### config.mk
export PLATFORM = sky130hd
export DESIGN_NAME = pmu_event_counter
export DESIGN_NICKNAME = d
export VERILOG_FILES = /design/src/verilog/pmu_event_counter.v
export VERILOG_INCLUDE_DIRS = /design/src /design/src/shared
export SDC_FILE = /design/constraint.sdc
export NUM_CORES = 1
export LEC_CHECK = 0
export BUFFER_PORTS_ARGS = -buffer_cell sky130_fd_sc_hd__buf_2
export CELL_PAD_IN_SITES_DETAIL_PLACEMENT = 1
export CELL_PAD_IN_SITES_GLOBAL_PLACEMENT = 2
export CORE_ASPECT_RATIO = 1.75
export CORE_MARGIN = 3
export CORE_UTILIZATION = 33
export DETAILED_ROUTE_END_ITERATION = 8
export PLACE_DENSITY_LB_ADDON = 0.1
export REMOVE_ABC_BUFFERS = 1
export SYNTH_ARGS = -nofsm -noshare
export SYNTH_HDL_FRONTEND = slang
export SYNTH_SLANG_ARGS = --single-unit
### constraint.sdc
create_clock -name core_clk -period 8.4 [get_ports core_clk]
set_input_delay 0.84 -clock core_clk [delete_from_list [all_inputs] [get_ports core_clk]]
set_output_delay 0.84 -clock core_clk [all_outputs]
set_load 0.005 [all_outputs]
### src/shared/pmu_regs.vh
// Register map, field positions, reset values and sizes of the event counter unit
`ifndef PMU_REGS_VH
`define PMU_REGS_VH

// Byte offsets on the APB register bus
`define PMU_OFF_CAP        12'h000
`define PMU_OFF_RST        12'h004
`define PMU_OFF_OVF        12'h008
`define PMU_OFF_FRZ        12'h00C
`define PMU_OFF_EVCAP      12'h010
`define PMU_OFF_CNT_BASE   12'h040
`define PMU_CNT_STRIDE     12'h010
`define PMU_OFF_CCAP_BASE  12'h080
`define PMU_CCAP_STRIDE    12'h004
// Offsets inside one counter's group of four words
`define PMU_SUB_CFG        2'h0
`define PMU_SUB_FLT        2'h1
`define PMU_SUB_VAL_LO     2'h2
`define PMU_SUB_VAL_HI     2'h3

// Sizes
`define PMU_NUM_CNT        4
`define PMU_NUM_CAT        6
`define PMU_EV_PER_CAT     8
`define PMU_CNT_W_WIDE     32
`define PMU_CNT_W_NARROW   16

// Event categories
`define PMU_CAT_WQ         4'h0
`define PMU_CAT_ENGINE     4'h1
`define PMU_CAT_XLATE      4'h2
`define PMU_CAT_OPS        4'h3
`define PMU_CAT_COMPL      4'h4
`define PMU_CAT_OPS2       4'h5

// Supported events per category
`define PMU_EVCAP_WQ       8'h0F
`define PMU_EVCAP_ENGINE   8'hFF
`define PMU_EVCAP_XLATE    8'h3F
`define PMU_EVCAP_OPS      8'hFF
`define PMU_EVCAP_COMPL    8'h07
`define PMU_EVCAP_OPS2     8'h00
`define PMU_CNT_CAT_MASK   8'h3F

// Global capability word fields
`define PMU_CAP_NUM_LSB    0
`define PMU_CAP_WIDTH_LSB  8
`define PMU_CAP_WWE_BIT    16
`define PMU_CAP_PCC_BIT    17
`define PMU_CAP_FLT_BIT    18
`define PMU_CAP_GFZ_BIT    19
`define PMU_CAP_INT_BIT    20

// Counter configuration fields
`define PMU_CFG_EN_BIT     0
`define PMU_CFG_GFZ_BIT    1
`define PMU_CFG_CAT_LSB    8
`define PMU_CFG_EV_LSB     16

// Filter configuration fields
`define PMU_FLT_WQ_LSB     0
`define PMU_FLT_TC_LSB     8

// Software reset control bits
`define PMU_RST_CFG_BIT    0
`define PMU_RST_CNT_BIT    1

// Reset values
`define PMU_CFG_RESET      32'h0000_0000
`define PMU_FLT_RESET      16'h0000
`define PMU_FRZ_RESET      4'h0
`define PMU_OVF_RESET      4'h0

`endif

### src/verilog/pmu_event_counter.v
// Event counter unit with APB register slave
//
// Decided for this implementation: register access over APB and the register addresses.
`include "pmu_regs.vh"
`timescale 1ns/1ps
`default_nettype none

module pmu_event_counter #(
  parameter MON_PRESENT = 1,
  parameter WR_WHILE_EN = 1
) (
  // Clock and reset
  input  wire        core_clk,
  input  wire        rst,
  // APB slave
  input  wire        psel,
  input  wire        penable,
  input  wire        pwrite,
  input  wire [11:0] paddr,
  input  wire [31:0] pwdata,
  output reg  [31:0] prdata,
  output wire        pready,
  output wire        pslverr,
  // Event sources
  input  wire [47:0] ev_pulse,
  input  wire [2:0]  ev_wq,
  input  wire [2:0]  ev_tc
);

  localparam NC = `PMU_NUM_CNT;

  // Bus decode
  wire        setup_ph = psel & ~penable;
  wire        access   = psel & penable;
  wire        in_cnt   = (paddr >= `PMU_OFF_CNT_BASE) &&
                         (paddr < `PMU_OFF_CNT_BASE + NC * `PMU_CNT_STRIDE);
  wire        in_ccap  = (paddr >= `PMU_OFF_CCAP_BASE) &&
                         (paddr < `PMU_OFF_CCAP_BASE + NC * `PMU_CCAP_STRIDE);
  wire        in_evcap = (paddr >= `PMU_OFF_EVCAP) &&
                         (paddr < `PMU_OFF_EVCAP + `PMU_NUM_CAT * 4);
  wire [11:0] cnt_rel  = paddr - `PMU_OFF_CNT_BASE;
  wire [11:0] ccap_rel = paddr - `PMU_OFF_CCAP_BASE;
  wire [11:0] ev_rel   = paddr - `PMU_OFF_EVCAP;
  wire [1:0]  cnt_idx  = cnt_rel[5:4];
  wire [1:0]  cnt_sub  = cnt_rel[3:2];
  wire [1:0]  ccap_idx = ccap_rel[3:2];
  wire [3:0]  ev_idx   = ev_rel[5:2];
  wire        aligned  = (paddr[1:0] == 2'b00);
  wire        mapped   = aligned && ((MON_PRESENT == 0) ? (paddr == `PMU_OFF_CAP) :
                         ((paddr <= `PMU_OFF_FRZ) || in_cnt || in_ccap || in_evcap));
  // Unmapped writes have no effect, only the error answer
  wire        wr       = access & pwrite & mapped & (MON_PRESENT != 0);

  // Single-word register selects
  wire        sel_cap  = (paddr == `PMU_OFF_CAP);
  wire        sel_rst  = (paddr == `PMU_OFF_RST);
  wire        sel_ovf  = (paddr == `PMU_OFF_OVF);
  wire        sel_frz  = (paddr == `PMU_OFF_FRZ);

  // Zero wait states; unmapped access answers with an error
  assign pready  = 1'b1;
  assign pslverr = access & ~mapped;

  wire wr_rst = wr && sel_rst;
  wire cfg_reset = wr_rst & pwdata[`PMU_RST_CFG_BIT];
  wire cnt_reset = wr_rst & pwdata[`PMU_RST_CNT_BIT];

  // Supported events per category, reserved ones report nothing
  function [7:0] ev_cap;
    input [3:0] cat;
    begin
      case (cat)
        `PMU_CAT_WQ:     ev_cap = `PMU_EVCAP_WQ;
        `PMU_CAT_ENGINE: ev_cap = `PMU_EVCAP_ENGINE;
        `PMU_CAT_XLATE:  ev_cap = `PMU_EVCAP_XLATE;
        `PMU_CAT_OPS:    ev_cap = `PMU_EVCAP_OPS;
        `PMU_CAT_COMPL:  ev_cap = `PMU_EVCAP_COMPL;
        `PMU_CAT_OPS2:   ev_cap = `PMU_EVCAP_OPS2;
        default:         ev_cap = 8'h00;
      endcase
    end
  endfunction

  function [3:0] popcount8;
    input [7:0] v;
    integer k;
    begin
      popcount8 = 4'h0;
      for (k = 0; k < 8; k = k + 1) begin
        popcount8 = popcount8 + {3'b000, v[k]};
      end
    end
  endfunction

  // Event capability table and supported pulses, one byte per category
  wire [`PMU_NUM_CAT*8-1:0] evcap_all;
  wire [`PMU_NUM_CAT*8-1:0] ev_sup_all;

  genvar ci;
  generate
    for (ci = 0; ci < `PMU_NUM_CAT; ci = ci + 1) begin : g_evcap
      localparam integer CI = ci;
      assign evcap_all[ci*8 +: 8]  = ev_cap(CI[3:0]);
      // Unsupported event bits never reach a counter
      assign ev_sup_all[ci*8 +: 8] = ev_pulse[ci*8 +: 8] & evcap_all[ci*8 +: 8];
    end
  endgenerate

  // Global state
  reg  [NC-1:0]    ovf_q;
  reg  [NC-1:0]    ovf_d;
  reg  [NC-1:0]    frz_q;
  reg  [NC-1:0]    frz_d;
  wire [NC-1:0]    ovf_ev;
  wire [NC-1:0]    gfz_ev;
  wire [NC*32-1:0] grp_all;
  wire [NC*16-1:0] ccap_all;

  genvar gi;
  generate
    for (gi = 0; gi < NC; gi = gi + 1) begin : g_cnt
      // Upper half of the counters is narrow
      localparam integer W = (gi < NC / 2) ? `PMU_CNT_W_WIDE : `PMU_CNT_W_NARROW;
      localparam [31:0] MASK = (W == 32) ? 32'hFFFF_FFFF : ((32'h0000_0001 << W) - 32'h1);
      localparam integer GI = gi;

      reg  [31:0] cfg_q;
      reg  [31:0] cfg_d;
      reg  [15:0] flt_q;
      reg  [15:0] flt_d;
      reg  [31:0] cnt_q;
      reg  [31:0] cnt_d;
      reg  [31:0] grp_rd;

      wire        hit     = wr && in_cnt && (cnt_idx == GI[1:0]);
      wire        en      = cfg_q[`PMU_CFG_EN_BIT];
      wire [3:0]  cat     = cfg_q[`PMU_CFG_CAT_LSB +: 4];
      wire [7:0]  evm     = cfg_q[`PMU_CFG_EV_LSB +: 8];
      wire [7:0]  wq_m    = flt_q[`PMU_FLT_WQ_LSB +: 8];
      wire [7:0]  tc_m    = flt_q[`PMU_FLT_TC_LSB +: 8];
      wire [7:0]  raw     = (cat < `PMU_NUM_CAT) ? ev_sup_all[cat * 8 +: 8] : 8'h00;
      wire [7:0]  sel     = raw & evm;
      // Zero filter value means filter not applied
      wire        flt_ok  = ((wq_m == 8'h00) | wq_m[ev_wq]) &
                            ((tc_m == 8'h00) | tc_m[ev_tc]);
      wire [3:0]  inc     = flt_ok ? popcount8(sel) : 4'h0;
      wire        run     = en & ~frz_q[gi];
      // Carry out of the implemented width marks the wrap
      wire [32:0] sum     = {1'b0, cnt_q} + {29'd0, inc};
      wire        wrap    = sum[W];

      // Write strobes of this counter's registers
      wire        cfg_wr  = hit && (cnt_sub == `PMU_SUB_CFG);
      wire        flt_wr  = hit && (cnt_sub == `PMU_SUB_FLT);
      wire        val_wr  = hit && (cnt_sub == `PMU_SUB_VAL_LO) &&
                            (!en || WR_WHILE_EN != 0);

      assign ovf_ev[gi] = run && (inc != 4'h0) && wrap;
      assign gfz_ev[gi] = ovf_ev[gi] & cfg_q[`PMU_CFG_GFZ_BIT];
      assign grp_all[gi*32 +: 32]  = grp_rd;
      assign ccap_all[gi*16 +: 16] = {`PMU_CNT_CAT_MASK, W[7:0]};

      // Configuration: only the enable bit may change while enabled
      always @* begin
        cfg_d = cfg_q;
        flt_d = flt_q;
        if (cfg_wr && en) begin
          cfg_d[`PMU_CFG_EN_BIT] = pwdata[`PMU_CFG_EN_BIT];
        end else if (cfg_wr) begin
          cfg_d = pwdata;
        end
        if (flt_wr && !en) begin
          flt_d = pwdata[15:0];
        end
      end

      always @(posedge core_clk) begin
        if (rst || cfg_reset) begin
          cfg_q <= `PMU_CFG_RESET;
          flt_q <= `PMU_FLT_RESET;
        end else begin
          cfg_q <= cfg_d;
          flt_q <= flt_d;
        end
      end

      // Counter value: software write beats a same-cycle count
      always @* begin
        cnt_d = cnt_q;
        if (run) begin
          cnt_d = sum[31:0] & MASK;
        end
        if (val_wr) begin
          cnt_d = pwdata & MASK;
        end
      end

      always @(posedge core_clk) begin
        if (rst || cnt_reset) begin
          cnt_q <= 32'h0000_0000;
        end else begin
          cnt_q <= cnt_d;
        end
      end

      // Read word of this group; the high value word always reads zero
      always @* begin
        grp_rd = 32'h0000_0000;
        case (cnt_sub)
          `PMU_SUB_CFG:    grp_rd = cfg_q;
          `PMU_SUB_FLT:    grp_rd = {16'h0000, flt_q};
          `PMU_SUB_VAL_LO: grp_rd = cnt_q;
          default:         grp_rd = 32'h0000_0000;
        endcase
      end
    end
  endgenerate

  // Overflow flags: write one to clear, a new overflow wins
  wire wr_ovf = wr && sel_ovf;
  wire wr_frz = wr && sel_frz;

  always @* begin
    ovf_d = ovf_q;
    if (wr_ovf) begin
      ovf_d = ovf_q & ~pwdata[NC-1:0];
    end
    ovf_d = ovf_d | ovf_ev;
  end

  always @(posedge core_clk) begin
    if (rst || cnt_reset) begin
      ovf_q <= `PMU_OVF_RESET;
    end else begin
      ovf_q <= ovf_d;
    end
  end

  // Freeze: software sets or clears; global freeze on overflow wins
  always @* begin
    frz_d = frz_q;
    if (|gfz_ev) begin
      frz_d = {NC{1'b1}};
    end else if (wr_frz) begin
      frz_d = pwdata[NC-1:0];
    end
  end

  always @(posedge core_clk) begin
    if (rst || cfg_reset) begin
      frz_q <= `PMU_FRZ_RESET;
    end else begin
      frz_q <= frz_d;
    end
  end

  // Capability word, one field per line
  wire [31:0] cap_num   = NC << `PMU_CAP_NUM_LSB;
  wire [31:0] cap_width = `PMU_CNT_W_WIDE << `PMU_CAP_WIDTH_LSB;
  wire [31:0] cap_wwe   = (WR_WHILE_EN != 0 ? 1 : 0) << `PMU_CAP_WWE_BIT;
  wire [31:0] cap_pcc   = 1 << `PMU_CAP_PCC_BIT;
  wire [31:0] cap_flt   = 1 << `PMU_CAP_FLT_BIT;
  wire [31:0] cap_gfz   = 1 << `PMU_CAP_GFZ_BIT;
  // No interrupt output, so the capability is never claimed
  wire [31:0] cap_int   = 0 << `PMU_CAP_INT_BIT;
  wire [31:0] cap_word  = (MON_PRESENT == 0) ? 32'h0000_0000 :
                          (cap_num | cap_width | cap_wwe | cap_pcc | cap_flt | cap_gfz | cap_int);

  // Read data is captured in the setup cycle, held for the access cycle
  reg [31:0] rd_d;
  reg [31:0] prdata_d;
  always @* begin
    rd_d = 32'h0000_0000;
    if (sel_cap) begin
      rd_d = cap_word;
    end else if (MON_PRESENT == 0) begin
      rd_d = 32'h0000_0000;
    end else if (sel_ovf) begin
      rd_d = {{(32-NC){1'b0}}, ovf_q};
    end else if (sel_frz) begin
      rd_d = {{(32-NC){1'b0}}, frz_q};
    end else if (in_evcap) begin
      rd_d = {24'h00_0000, evcap_all[ev_idx*8 +: 8]};
    end else if (in_ccap) begin
      rd_d = {16'h0000, ccap_all[ccap_idx*16 +: 16]};
    end else if (in_cnt) begin
      rd_d = grp_all[cnt_idx*32 +: 32];
    end
  end

  // Unmapped reads return zero beside the error answer
  always @* begin
    prdata_d = prdata;
    if (setup_ph) begin
      prdata_d = mapped ? rd_d : 32'h0000_0000;
    end
  end

  // Held past the access cycle, so a slow master still sees it
  always @(posedge core_clk) begin
    if (rst) begin
      prdata <= 32'h0000_0000;
    end else begin
      prdata <= prdata_d;
    end
  end

endmodule // pmu_event_counter

`default_nettype wire
; ---- Yosys cells after proc, flatten, opt, wreduce, memory -nomap -nowiden
; Index checks and enable logic that the tools add are counted.
[totals]
regBits = 328
in_bits = 103
[classes]
addsub = 35
order_cmp = 13
eq_ne = 8
shift = 7
n_mux = 54
bitwise_logic = 44
reduce_logical = 79
[ops]
columns = operator, n
row1 = 32-bit case mux with 3 select lines, 4
row2 = 32-bit 2-to-1 mux, 11
row3 = 48-bit by 8-bit variable part select with 8-bit output, 4
row4 = 128-bit by 8-bit variable part select with 32-bit output, 1
row5 = 32-bit by 4-bit adder with 33-bit output, 2
row6 = 4-bit by 1-bit adder with 4-bit output, 16
row7 = 8-bit logical NOT, 8
row8 = 16-bit 2-to-1 mux, 4
row9 = "64-bit by 7-bit variable part select with 16-bit output, first input constant", 1
row10 = "48-bit by 8-bit variable part select with 8-bit output, first input constant", 1
row11 = 1-bit logical AND, 40
row12 = 16-bit by 4-bit adder with 17-bit output, 2
row13 = 8-bit bitwise AND, 4
row14 = 8-bit 2-to-1 mux, 4
row15 = 4-bit 2-to-1 mux, 7
row16 = 1-bit binary-select mux with 3-bit select, 8
row17 = "12-bit by 4-bit == test with 1-bit output, second input constant", 2
row18 = "12-bit by 8-bit < comparator with 1-bit output, second input constant", 2
row19 = 1-bit bitwise AND, 19
row20 = 2-bit nonzero test, 9
row21 = 3-bit by 1-bit adder with 4-bit output, 4
row22 = "4-bit by 3-bit < comparator with 1-bit output, second input constant", 4
row23 = 1-bit 2-to-1 mux, 16
row24 = 4-bit nonzero test, 4
row25 = 25 further kinds, 63

; ---- Logic depth before layout (Yosys ltp)
; Gate-level depths: netlist of run 1.
[depth]
depth_word = 17
mapped_depth = 23

; ---- Worst setup path after synthesis of run 1
; No wires, ideal clock.
[synth_path]
kind = input to register
start = in ev_pulse[1]
end = reg g_cnt[1].cnt_q[25]
setup_time_ps = 74
t_arrival_ps = 5810
required_time_ps = 8326
setup_slack_ps = 2516
path_stages = 18
n_path_buf = 1
cell_sequence = or2_2 mux4_2 nand4b_1 fa_1 fa_1 fa_1 inv_1 ha_1 fa_1 xor2_1 and2_1 ha_1 a21o_1 a21oi_1 or3_1 clkbuf_1 or4_1 a31oi_1
[synth_between]
elab_chain_cells = 14
[synth_rtl]
columns = element, line_no
row1 = start: declaration, pmu_event_counter.v:25  ; input wire [47:0] ev_pulse,
row2 = 48-bit by 8-bit variable part select with 8-bit output, pmu_event_counter.v:141  ; wire [7:0] raw = (cat < `PMU_NUM_CAT) ? ev_sup_all[cat * 8 +: 8] : 8'h00;
row3 = 8-bit 2-to-1 mux, pmu_event_counter.v:141
row4 = 8-bit bitwise AND, pmu_event_counter.v:142  ; wire [7:0] sel = raw & evm;
row5 = 1-bit by 1-bit adder with 2-bit output, pmu_event_counter.v:90  ; popcount8 = popcount8 + {3'b000, v[k]};
row6 = 2-bit by 1-bit adder with 3-bit output, pmu_event_counter.v:90
row7 = 3-bit by 1-bit adder with 4-bit output, pmu_event_counter.v:90
row8 = 4-bit by 1-bit adder with 4-bit output (4 in a row), pmu_event_counter.v:90
row9 = 4-bit 2-to-1 mux, pmu_event_counter.v:146  ; wire [3:0] inc = flt_ok ? popcount8(sel) : 4'h0;
row10 = 32-bit by 4-bit adder with 33-bit output, pmu_event_counter.v:149  ; wire [32:0] sum = {1'b0, cnt_q} + {29'd0, inc};
row11 = 32-bit 2-to-1 mux, pmu_event_counter.v:190  ; if (run) begin
row12 = 32-bit 2-to-1 mux, pmu_event_counter.v:193  ; if (val_wr) begin
row13 = end signal: assignment, pmu_event_counter.v:202  ; cnt_q <= cnt_d;
row14 = end: declaration, pmu_event_counter.v:131  ; reg [31:0] cnt_q;
; Every way passes these cells. The select of a mux whose other input is x is not followed.
; A chain may end at the register's enable or synchronous reset.

; ---- Worst setup path after layout of run 1
[layout_path]
start = reg g_cnt[1].cfg_q[9]
end = reg g_cnt[1].cnt_q[24]
[layout_between]
elab_chain_cells = 14
elab_cells_between_ends = 15
classes_between = add/sub (8) / order compare (1) / shift (1) / mux (4) / bitwise (1)
[layout_rtl]
columns = element, line_no
row1 = start: declaration, pmu_event_counter.v:127  ; reg [31:0] cfg_q;
row2 = start signal: assignment, pmu_event_counter.v:179  ; cfg_q <= `PMU_CFG_RESET;
row3 = start signal: assignment, pmu_event_counter.v:182  ; cfg_q <= cfg_d;
row4 = 48-bit by 8-bit variable part select with 8-bit output / 4-bit by 3-bit < comparator with 1-bit output (equally long branches), n/a
row5 = 8-bit 2-to-1 mux (*), pmu_event_counter.v:141
row6 = 8-bit bitwise AND (*), pmu_event_counter.v:142
row7 = 1-bit by 1-bit adder with 2-bit output, pmu_event_counter.v:90
row8 = 2-bit by 1-bit adder with 3-bit output, pmu_event_counter.v:90
row9 = 3-bit by 1-bit adder with 4-bit output, pmu_event_counter.v:90
row10 = 4-bit by 1-bit adder with 4-bit output (3 in a row), pmu_event_counter.v:90
row11 = 4-bit by 1-bit adder with 4-bit output (*), pmu_event_counter.v:90
row12 = 4-bit 2-to-1 mux (*), pmu_event_counter.v:146
row13 = 32-bit by 4-bit adder with 33-bit output (*), pmu_event_counter.v:149
row14 = 32-bit 2-to-1 mux (*), pmu_event_counter.v:190
row15 = 32-bit 2-to-1 mux (*), pmu_event_counter.v:193
; Every way passes the cells marked *; elsewhere a longest branch is shown, timed or not. The select of a mux whose other input is x is not followed.

==> impl_metrics.json, run 1 <==
{
  "synthToLayoutAreaGrowth_pct": 11.9,
  "cts.sinks": 328,
  "ys_seq_area_share_pct": 33.9,
  "num_io_pins": 137,
  "ir_drop_v": 0.000120,
  "hold_viol": 0,
  "synth_edf_count": 0,
  "dieArea_um2": 61700,
  "run_status": "complete, no violations",
  "synth-simple-area-share_pct": 21.7,
  "p_leak_nw": 8.16,
  "ys.flop_type": "dfxtp_1",
  "relSlewSlack_pct": 22.2,
  "async_reset_ff_share_pct": 0,
  "fin_hold_ws_ns": 0.449,
  "cts_hold_buf": 0,
  "cts_max_level": 2,
  "cts_buffers": 37,
  "critical-path-top-delay-family": "adder cells",
  "synth_compound_area_share_pct": 15.3,
  "crit_chain": "mux4_2 -> nand4b_1 -> fa_1 -> fa_1 -> fa_1 -> inv_1 -> ha_1 -> fa_1 -> xor2_1 -> and2_1 -> ha_1 -> a211o_1 -> o211ai_2 -> nor3_2 -> nand4_1 -> xor2_1 -> a211oi_1",
  "synth_top_area_share_pct": 33.9,
  "power.density_nw_per_um2": 160,
  "crit_top_cell": "fa_1",
  "drt_wl_total_mm": 85.7,
  "start_util_pct": 33.6,
  "clk_latency_ns": 0.54,
  "ys_top_cells_by_count": "nand2_1, dfxtp_1, a21oi_1",
  "yosysMostFrequentCell": "nand2_1",
  "netlist_instances": 2313,
  "dr_wl_met3_mm": 2.66,
  "required_ns": 8.85,
  "ys_ff_latch": 328,
  "slew_viol_final": 0,
  "die_h_um": 326,
  "hold_path.class": "reg -> reg",
  "maxUsedRoutingLayer": "met4",
  "postRouteAntennaNets": 0,
  "cts_buffer_depth": 3,
  "gp_congestion": 0.888,
  "rrSetupSlack_ns": 1.47,
  "synth_mux_area_share_pct": 16.4,
  "min_delay_path_depth": 2,
  "period_share_pct": 82.5,
  "place.port_buffers": 116,
  "rsz0062_at_grt": "false",
  "synth_top_area_cell": "dfxtp_1",
  "grt_overflow_total": 0,
  "worstHoldEndpoint": "prdata[11]$_SDFFE_PP0P_",
  "cts_resized": 0,
  "met2_length_mm": 45.4,
  "cp_max_fo": 12,
  "drive_gt1_share_pct": 14.4,
  "drtIter0Drc": 804,
  "wire_per_inst_um": 27.4,
  "yosysWarnings": 0,
  "fmax_ghz": 0.144,
  "worst_slew_pin_slew_ns": 1.16,
  "via_per_inst": 5.70,
  "post-route-util_pct": 37.6,
  "vias": 17794,
  "synth_area_leaders": "dfxtp_1, mux2i_1, nand2_1",
  "synth_fa_ha_area_share_pct": 4.14,
  "detailed_place_hpwl_mm": 63.1,
  "crit_type": "reg -> reg",
  "synth-xor-area-share_pct": 3.89,
  "fin_setup_tns_ns": 0,
  "period_needed_ns": 6.93,
  "endpoint_kind": "flip-flop",
  "rows": 116,
  "r2r_end": "g_cnt[1].cnt_q[24]$_SDFFE_PP0P_",
  "setup_viol": 0,
  "die_w_um": 189,
  "r2r_cells": 17,
  "critPathMaxStageDelay_ns": 0.89,
  "drt-met1-wl_mm": 31.4,
  "crit_path_start_kind": "flip-flop",
  "track_usage_pct": 27.3,
  "r2r-start": "g_cnt[1].cfg_q[9]$_SDFFE_PP0P_",
  "cts_setup_buffers": 0,
  "drt_first_pass_iters": 6,
  "p_total_mw": 3.47,
  "clk_pin_slew_worst_paths_ns": 0.06,
  "avgSynthCellArea_um2": 8.37,
  "worstHoldStart": "prdata[11]$_SDFFE_PP0P_",
  "crit_arrival_ns": 7.38,
  "fin_nets": 2482,
  "grt_pass1_wl_mm": 126,
  "crit_slowest_cell": "nor3_2",
  "critPathBufInv": 1,
  "cts_tree": "done",
  "drc": 0,
  "skew_ns": 0.0263,
  "syn-cell-area_um2": 19400,
  "antenna_found_initial": 1,
  "root_buffer": "clkbuf_16",
  "core_um2": 57600,
  "grt_max_degree": 134,
  "grt_pass1_vias": 18847,
  "crit_start": "g_cnt[1].cfg_q[9]$_SDFFE_PP0P_",
  "synth_top_family_by_area": "simple AND/OR/NAND/NOR gates",
  "synth_cell_types": 80,
  "maxCapViolations": 0
}
-- power by group --
group	internal (mW)	switching, mW	total [mW]
clock	0.986	0.721	1.71
combinational	0.0595	0.152	0.211
sequential	1.55	0.0000701	1.55
-- layout make-up --
cell class	count	area, um2
flip-flops and latches	328	6570
well taps	767	960
diodes	1	2.50
clock inverters	9	104
inverters	29	109
multi-input cells	1780	11900
repair buffers	151	861
fillers	6878	36000
clock buffers	58	1130
-- worst max path at each step --
stage / end / depth (start not counted)
3_5_place_dp: g_cnt[1].cnt_q[24]$_SDFFE_PP0P_ / 19
5_1_grt: g_cnt[1].cnt_q[28]$_SDFFE_PP0P_ / 17
4_1_cts: g_cnt[1].cnt_q[24]$_SDFFE_PP0P_ / 17
2_1_floorplan: g_cnt[1].cnt_q[25]$_SDFFE_PP0P_ / 17
3_3_place_gp: g_cnt[1].cnt_q[24]$_SDFFE_PP0P_ / 19
6_report: g_cnt[1].cnt_q[24]$_SDFFE_PP0P_ / 17
-- sequential cells by signal (all words and copies together), names as in the netlist --
name / count
frz_q: 4
g_cnt.cfg_q: 128
prdata: 32
g_cnt.flt_q: 64
g_cnt.cnt_q: 96
ovf_q: 4
-- metal layers --
layer | vias up | GRT usage, %
met2 | 419 | 51.7
met3 | 174 | 2.69
met5 | - | 0
met1 | 8994 | 28.5
met4 | 0 | 16.7
li1 | 8207 | -
-- kinds of logic after synthesis --
family | count (synthesis)
flops | 328
other cells | 1
buf+inv | 205
compound gates | 484
fa+ha+maj | 52
mux | 256
simple gates | 901
xor+xnor | 86
-- cell usage in the layout (no fill, tap or decap), drive strengths merged, types with 26 or more instances in the layout --
| cell | Yosys | final |
|---|---|---|
| a211oi | 73 | 73 |
| a21oi | 196 | 196 |
| a22oi | 26 | 26 |
| buf | 82 | 151 |
| clkbuf | 94 | 58 |
| dfxtp | 328 | 328 |
| ha | 32 | 32 |
| inv | 29 | 30 |
| mux2i | 184 | 184 |
| mux4 | 47 | 47 |
| nand2 | 454 | 454 |
| nand3 | 57 | 57 |
| nand4 | 36 | 36 |
| nor2 | 167 | 167 |
| o21ai | 117 | 117 |
| xnor2 | 51 | 51 |
| xor2 | 35 | 35 |
-- through the flow --
step | instance area (um2) | std cells | worst slack [ns]
3_5_place_dp | 20400 | 3055 | 1.34
2_1_floorplan | 18600 | 2137 | 2.55
4_1_cts | 21600 | 3122 | 1.51
6_report | 21700 | 3123 | 1.47
5_1_grt | 21600 | 3122 | 1.33
3_3_place_gp | 20400 | 3055 | 1.41
-- worst reg2reg max path, cell delays in order (launching register included) --
cell      delay, ns
dfxtp_1        0.84
mux4_2         0.60
nand4b_1       0.27
fa_1           0.56
fa_1           0.54
fa_1           0.55
inv_1          0.05
ha_1           0.22
fa_1           0.43
xor2_1         0.16
and2_1         0.16
ha_1           0.33
a211o_1        0.15
o211ai_2       0.29
nor3_2         0.89
nand4_1        0.34
xor2_1         0.23
a211oi_1       0.23
No activity file was read; power rests on OpenSTA's default activity.
==> run 2: changes to the inputs <==
ABC_AREA = 1   (was default)
CORE_UTILIZATION = 31   (was 33)
clock period = 6.07 ns   (was 8.4 ns; I/O delays follow)
==> impl_metrics.json, run 2 <==
{
  "run_status": "complete, no violations",
  "multi_input_area_um2": 12100,
  "async_reset_ff_share_pct": 0,
  "grt_util_met1_pct": 32.7,
  "ys_ff_latch": 328,
  "die_h_um": 349,
  "skew_ns": 0.0183,
  "layout_common_cells": "nand2_1, a21oi_1, dfxtp_1",
  "synth_fa_ha_area_share_pct": 3.83,
  "grt_use_met2_pct": 59.8,
  "cts_tree": "done",
  "fmax_ghz": 0.174,
  "fin_hold_ws_ns": 0.355,
  "track_usage_pct": 31.8,
  "slew_viol_final": 0,
  "synth_compound_area_share_pct": 22.3,
  "placed_cell_area_um2": 22600,
  "worstHoldEndpoint": "g_cnt[0].cfg_q[26]$_SDFFE_PP0P_",
  "largest_register_ffs": 128,
  "required_ns": 6.53,
  "ff_latch_area_um2": 6580,
  "n_antenna_cell": 0,
  "grt_max_degree": 84,
  "r2r-start": "g_cnt[3].cfg_q[9]$_SDFFE_PP0P_",
  "postRouteAntennaNets": 0,
  "synth_top_family_by_area": "simple AND/OR/NAND/NOR gates",
  "start_util_pct": 31.4,
  "netlist_instances": 3174,
  "drive_gt1_share_pct": 13.0,
  "cp_max_fo": 6,
  "n_fill_cell": 8561,
  "post-place-ws_ns": -0.237,
  "synth-xor-area-share_pct": 1.05,
  "synth_mux_area_share_pct": 0,
  "wire_per_inst_um": 27.8,
  "grt_pass1_wl_mm": 168,
  "synthToLayoutAreaGrowth_pct": 15.3,
  "period_needed_ns": 5.74,
  "maxCapViolations": 0,
  "num_io_pins": 137,
  "drc": 0,
  "vias": 24153,
  "drt_wl_total_mm": 116,
  "fin_cells": 4163,
  "critPathMaxStageDelay_ns": 0.61,
  "yosysMostFrequentCell": "nand2_1",
  "place.port_buffers": 116,
  "hold_path.class": "in -> reg",
  "synth_top_area_cell": "dfxtp_1",
  "drtIter0Drc": 1452,
  "drt_first_pass_iters": 5,
  "detailed_place_hpwl_mm": 85.6,
  "hold_viol": 0,
  "crit_arrival_ns": 6.20,
  "gp_congestion": 0.964,
  "die_w_um": 202,
  "relSlewSlack_pct": 22.5,
  "p_total_mw": 5.02,
  "power.density_nw_per_um2": 208,
  "dieArea_um2": 70700,
  "core_um2": 66600,
  "rows": 125,
  "ys_top_cells_by_count": "nand2_1, a21oi_1, dfxtp_1, inv_1, nand4_1",
  "synth_edf_count": 0,
  "synth_cell_types": 50,
  "worst_slew_pin_slew_ns": 1.16,
  "ys.flop_type": "dfxtp_1",
  "worstHoldStart": "pwdata[26]",
  "rrSetupSlack_ns": 0.33,
  "root_buffer": "clkbuf_16",
  "clk_pin_slew_worst_paths_ns": 0.06,
  "grt_pass1_vias": 25060,
  "synth_area_leaders": "dfxtp_1, nand2_1, a21oi_1",
  "syn-cell-area_um2": 20900,
  "avgSynthCellArea_um2": 6.58,
  "endpoint_kind": "flip-flop",
  "fin_nets": 3403,
  "min_delay_path_depth": 3,
  "crit_type": "reg -> reg",
  "reg.largest.list": "g_cnt.cfg_q (128), g_cnt.cnt_q (96), g_cnt.flt_q (64)",
  "ir_drop_v": 0.000209,
  "critical-path-top-delay-family": "adder cells",
  "gr-usage-met3_pct": 3.66,
  "synth-simple-area-share_pct": 29.8,
  "critPathBufInv": 4,
  "final_area_um2": 24100,
  "clk_latency_ns": 0.59,
  "critical_path_depth": 26,
  "via_per_inst": 5.80,
  "cts_max_level": 2,
  "place_inst": 4092,
  "grt_overflow_total": 0,
  "r2r_cells": 26,
  "synth_top_area_share_pct": 31.4,
  "busiest_layer": "met2",
  "fin_ws_ns": 0.328,
  "r2r_end": "g_cnt[3].cnt_q[12]$_SDFFE_PP0P_",
  "final_common_cell": "nand2_1",
  "setup_viol": 0,
  "p_leak_nw": 8.98,
  "period_share_pct": 94.6,
  "cts.sinks": 328,
  "crit_slowest_cell": "fa_1",
  "ys_seq_area_share_pct": 31.4,
  "yosysWarnings": 0,
  "regMostFlops": "g_cnt.cfg_q",
  "cts_buffer_depth": 3,
  "antenna_found_initial": 1,
  "cts_buffers": 39,
  "crit_path_start_kind": "flip-flop"
}
## run 2: where the power goes
part           internal (mW)  switching (mW)
logic                 0.0862           0.334
registers               2.15       0.0000573
clock network           1.38            1.06
total                   3.62            1.40
## run 2: kinds of logic after synthesis
kind of cell | Yosys count
AND/OR/NAND/NOR | 1378
AO/OA/AOI/OAI | 818
buffers and inverters | 572
flip-flops | 328
adder cells (fa/ha/maj) | 52
XOR/XNOR | 25
other | 1
## run 2: stage by stage
stage          setup TNS [ns]  utilization (%)
2_1_floorplan               0                -
3_3_place_gp            -2.02             33.9
3_5_place_dp            -3.68             33.9
4_1_cts                     0             35.8
5_1_grt               -0.0556             36.2
6_report                    0             36.2
## run 2: worst max path at each step
stage / slack, ns / startpoint / end
detailed placement: -0.24 / ev_pulse[17] / g_cnt[0].cnt_q[29]$_SDFFE_PP0P_
global route: -0.03 / g_cnt[0].cfg_q[8]$_SDFFE_PP0P_ / g_cnt[0].cnt_q[29]$_SDFFE_PP0P_
finish: 0.33 / g_cnt[3].cfg_q[9]$_SDFFE_PP0P_ / g_cnt[3].cnt_q[12]$_SDFFE_PP0P_
CTS: 0.007 / g_cnt[1].cfg_q[8]$_SDFFE_PP0P_ / frz_q[3]$_SDFFE_PP0P_
floorplan: 0.0005 / paddr[2] / g_cnt[1].cnt_q[20]$_SDFFE_PP0P_
global placement: -0.22 / ev_pulse[17] / g_cnt[0].cnt_q[29]$_SDFFE_PP0P_
## run 2: area by class of cell
class,instances,share of cell area (%)
Multi-Input combinational cell,2274,50.4
Clock buffer,61,4.93
Tap cell,889,4.62
Timing Repair Buffer,258,7.09
Sequential cell,328,27.3
Clock inverter,6,0.254
Inverter,347,5.44
## run 2: repair_timing
action / in CTS / in global routing
buffers inserted: 0 / 4
pin swaps: 0 / 15
hold buffers: 0 / 0
setup endpoints to repair: 11 / 63
gates resized for setup: 7 / 64
## run 2: metal layers
layer  up-vias  part of all wire (%)  wire length, um
met1     12076                    36            41400
met5         -                     0                0
met4         0                   8.2             9430
met3       293                   3.6             4190
met2       679                    52            60700
li1      11105                     -                -
## run 2: worst register-to-register path, delay by kind of cell (launching register included)
kind	cells	cell delay (ns)
buf+inv	4	0.54
flops	1	0.41
simple gates	12	1.54
fa+ha+maj	6	2.55
compound gates	4	0.57
==> run 3: changes to the inputs <==
BUFFER_PORTS_ARGS = default   (was -buffer_cell sky130_fd_sc_hd__buf_2)
CORE_UTILIZATION = 33   (was 31)
DONT_BUFFER_PORTS = 1   (was default)
==> impl_metrics.json, run 3 (synthesis results as in run 2) <==
{
  "via_per_inst": 6.01,
  "setup_viol": 0,
  "worst_slew_pin_slew_ns": 1.24,
  "busiest_layer": "met2",
  "drc": 0,
  "relSlewSlack_pct": 17.3,
  "p_total_mw": 5.07,
  "die_w_um": 196,
  "place.port_buffers": 0,
  "period_needed_ns": 5.87,
  "drive_gt1_share_pct": 8.92,
  "maxCapViolations": 0,
  "cts_tree": "done",
  "detailed_place_hpwl_mm": 82.1,
  "crit_slowest_cell": "fa_1",
  "run_status": "complete, no violations",
  "fin_nets": 3256,
  "cts_hold_buf": 0,
  "track_usage_pct": 33.1,
  "power_frac_seq_pct": 42.4,
  "p_int_mw": 3.77,
  "grt_util_met1_pct": 34.1,
  "final_common_cell": "nand2_1",
  "fin_hold_ws_ns": 0.0904,
  "crit_type": "reg -> reg",
  "clk_pin_slew_worst_paths_ns": 0.06,
  "drt_wl_total_mm": 113,
  "start_util_pct": 33.4,
  "n_fill_cell": 8023,
  "drtIter0Drc": 1439,
  "antenna_found_initial": 1,
  "required_ns": 6.53,
  "skew_ns": 0.0364,
  "power.density_nw_per_um2": 219,
  "cts_buffer_depth": 3,
  "crit_path_start_kind": "flip-flop",
  "post-place-ws_ns": -0.129,
  "drt_first_pass_iters": 7,
  "vias": 23614,
  "num_io_pins": 137,
  "pwr-share-clk_pct": 51.8,
  "p_leak_nw": 8.30,
  "slew_viol_final": 0,
  "place_inst": 3858,
  "rows": 121,
  "grt_overflow_total": 0,
  "wire_per_inst_um": 28.9,
  "ir_drop_v": 0.000202,
  "hold_path.class": "in -> reg",
  "reg.largest.list": "g_cnt.cfg_q (128), g_cnt.cnt_q (96), g_cnt.flt_q (64)",
  "gp_congestion": 0.955,
  "fin_ws_ns": 0.197,
  "dieArea_um2": 66500,
  "core_um2": 62500,
  "critPathMaxStageDelay_ns": 0.61,
  "grt_pass1_vias": 24413,
  "grt_use_met2_pct": 62.2,
  "clk_latency_ns": 0.60,
  "cts.sinks": 328,
  "switching_share_pct": 25.8,
  "crit_arrival_ns": 6.33,
  "largest_register_ffs": 128,
  "grt_max_degree": 149,
  "combPwrFrac_pct": 5.8,
  "power_switching_mw": 1.31,
  "hold_viol": 0,
  "regMostFlops": "g_cnt.cfg_q",
  "fmax_ghz": 0.170,
  "min_delay_path_depth": 1,
  "root_buffer": "clkbuf_16",
  "r2r_cells": 26,
  "final_area_um2": 23200,
  "cts_max_level": 2,
  "endpoint_kind": "flip-flop",
  "cp_max_fo": 5,
  "placed_cell_area_um2": 21700,
  "die_h_um": 339,
  "n_antenna_cell": 0,
  "synthToLayoutAreaGrowth_pct": 11.0,
  "postRouteAntennaNets": 0,
  "fin_cells": 3928,
  "layout_common_cells": "nand2_1, a21oi_1, dfxtp_1",
  "fin_setup_tns_ns": 0,
  "gr-usage-met3_pct": 4.78,
  "period_share_pct": 96.8,
  "cts_buffers": 38,
  "grt_pass1_wl_mm": 165,
  "post-route-util_pct": 37.1
}
[run 3: power groups by stage]
stage / Sequential, mW / Clock, mW / Combinational [mW]
after global placement: 2.20 / 0 / 0.286
after floorplan: 2.20 / 0 / 0.153
after detailed placement: 2.20 / 0 / 0.288
after CTS: 2.15 / 2.68 / 0.289
final: 2.15 / 2.63 / 0.294
after global routing: 2.15 / 2.74 / 0.312
[run 3: cell type report]
type / count / area, um2 / share of cell area [%]
multi-input combinational: 2274 / 12100 / 52.1
clock inverter: 12 / 216 / 0.933
sequential: 328 / 6580 / 28.4
inverter: 347 / 1310 / 5.65
timing repair buffer: 112 / 878 / 3.79
clock buffer: 56 / 1140 / 4.91
tap: 799 / 1000 / 4.31
[run 3: path summary, 6_finish.rpt]
kind	from	endpoint	slack, ns
worst max-delay path	g_cnt[3].cfg_q[10]$_SDFFE_PP0P_	g_cnt[3].cnt_q[12]$_SDFFE_PP0P_	0.20
worst min-delay path	rst	prdata[9]$_SDFFE_PP0P_	0.09
worst max register to register	g_cnt[3].cfg_q[10]$_SDFFE_PP0P_	g_cnt[3].cnt_q[12]$_SDFFE_PP0P_	0.20
worst min register to register	g_cnt[2].cfg_q[7]$_SDFFE_PP0P_	g_cnt[2].cfg_q[7]$_SDFFE_PP0P_	0.46
[run 3: routing by layer]
metal,share of wire [%],up-vias
met2,53,682
met3,4.2,266
met4,7.3,0
met1,36,11856
met5,0,-
li1,-,10810
[run 3: timing repair]
item	CTS	global route
setup endpoints to repair	7	52
cloned	0	0
hold endpoints to repair	0	0
resized for setup	3	50
pin swaps	0	9
buffers inserted	0	2
[run 3: critical path, delay by kind of cell, from the launching register on]
family | cells | cell delay (ns)
AOI/OAI and AO/OA | 5 | 0.71
DFF | 1 | 0.40
and+or+nand+nor | 11 | 1.63
buffers and inverters | 4 | 0.47
adders and majority gates | 6 | 2.52
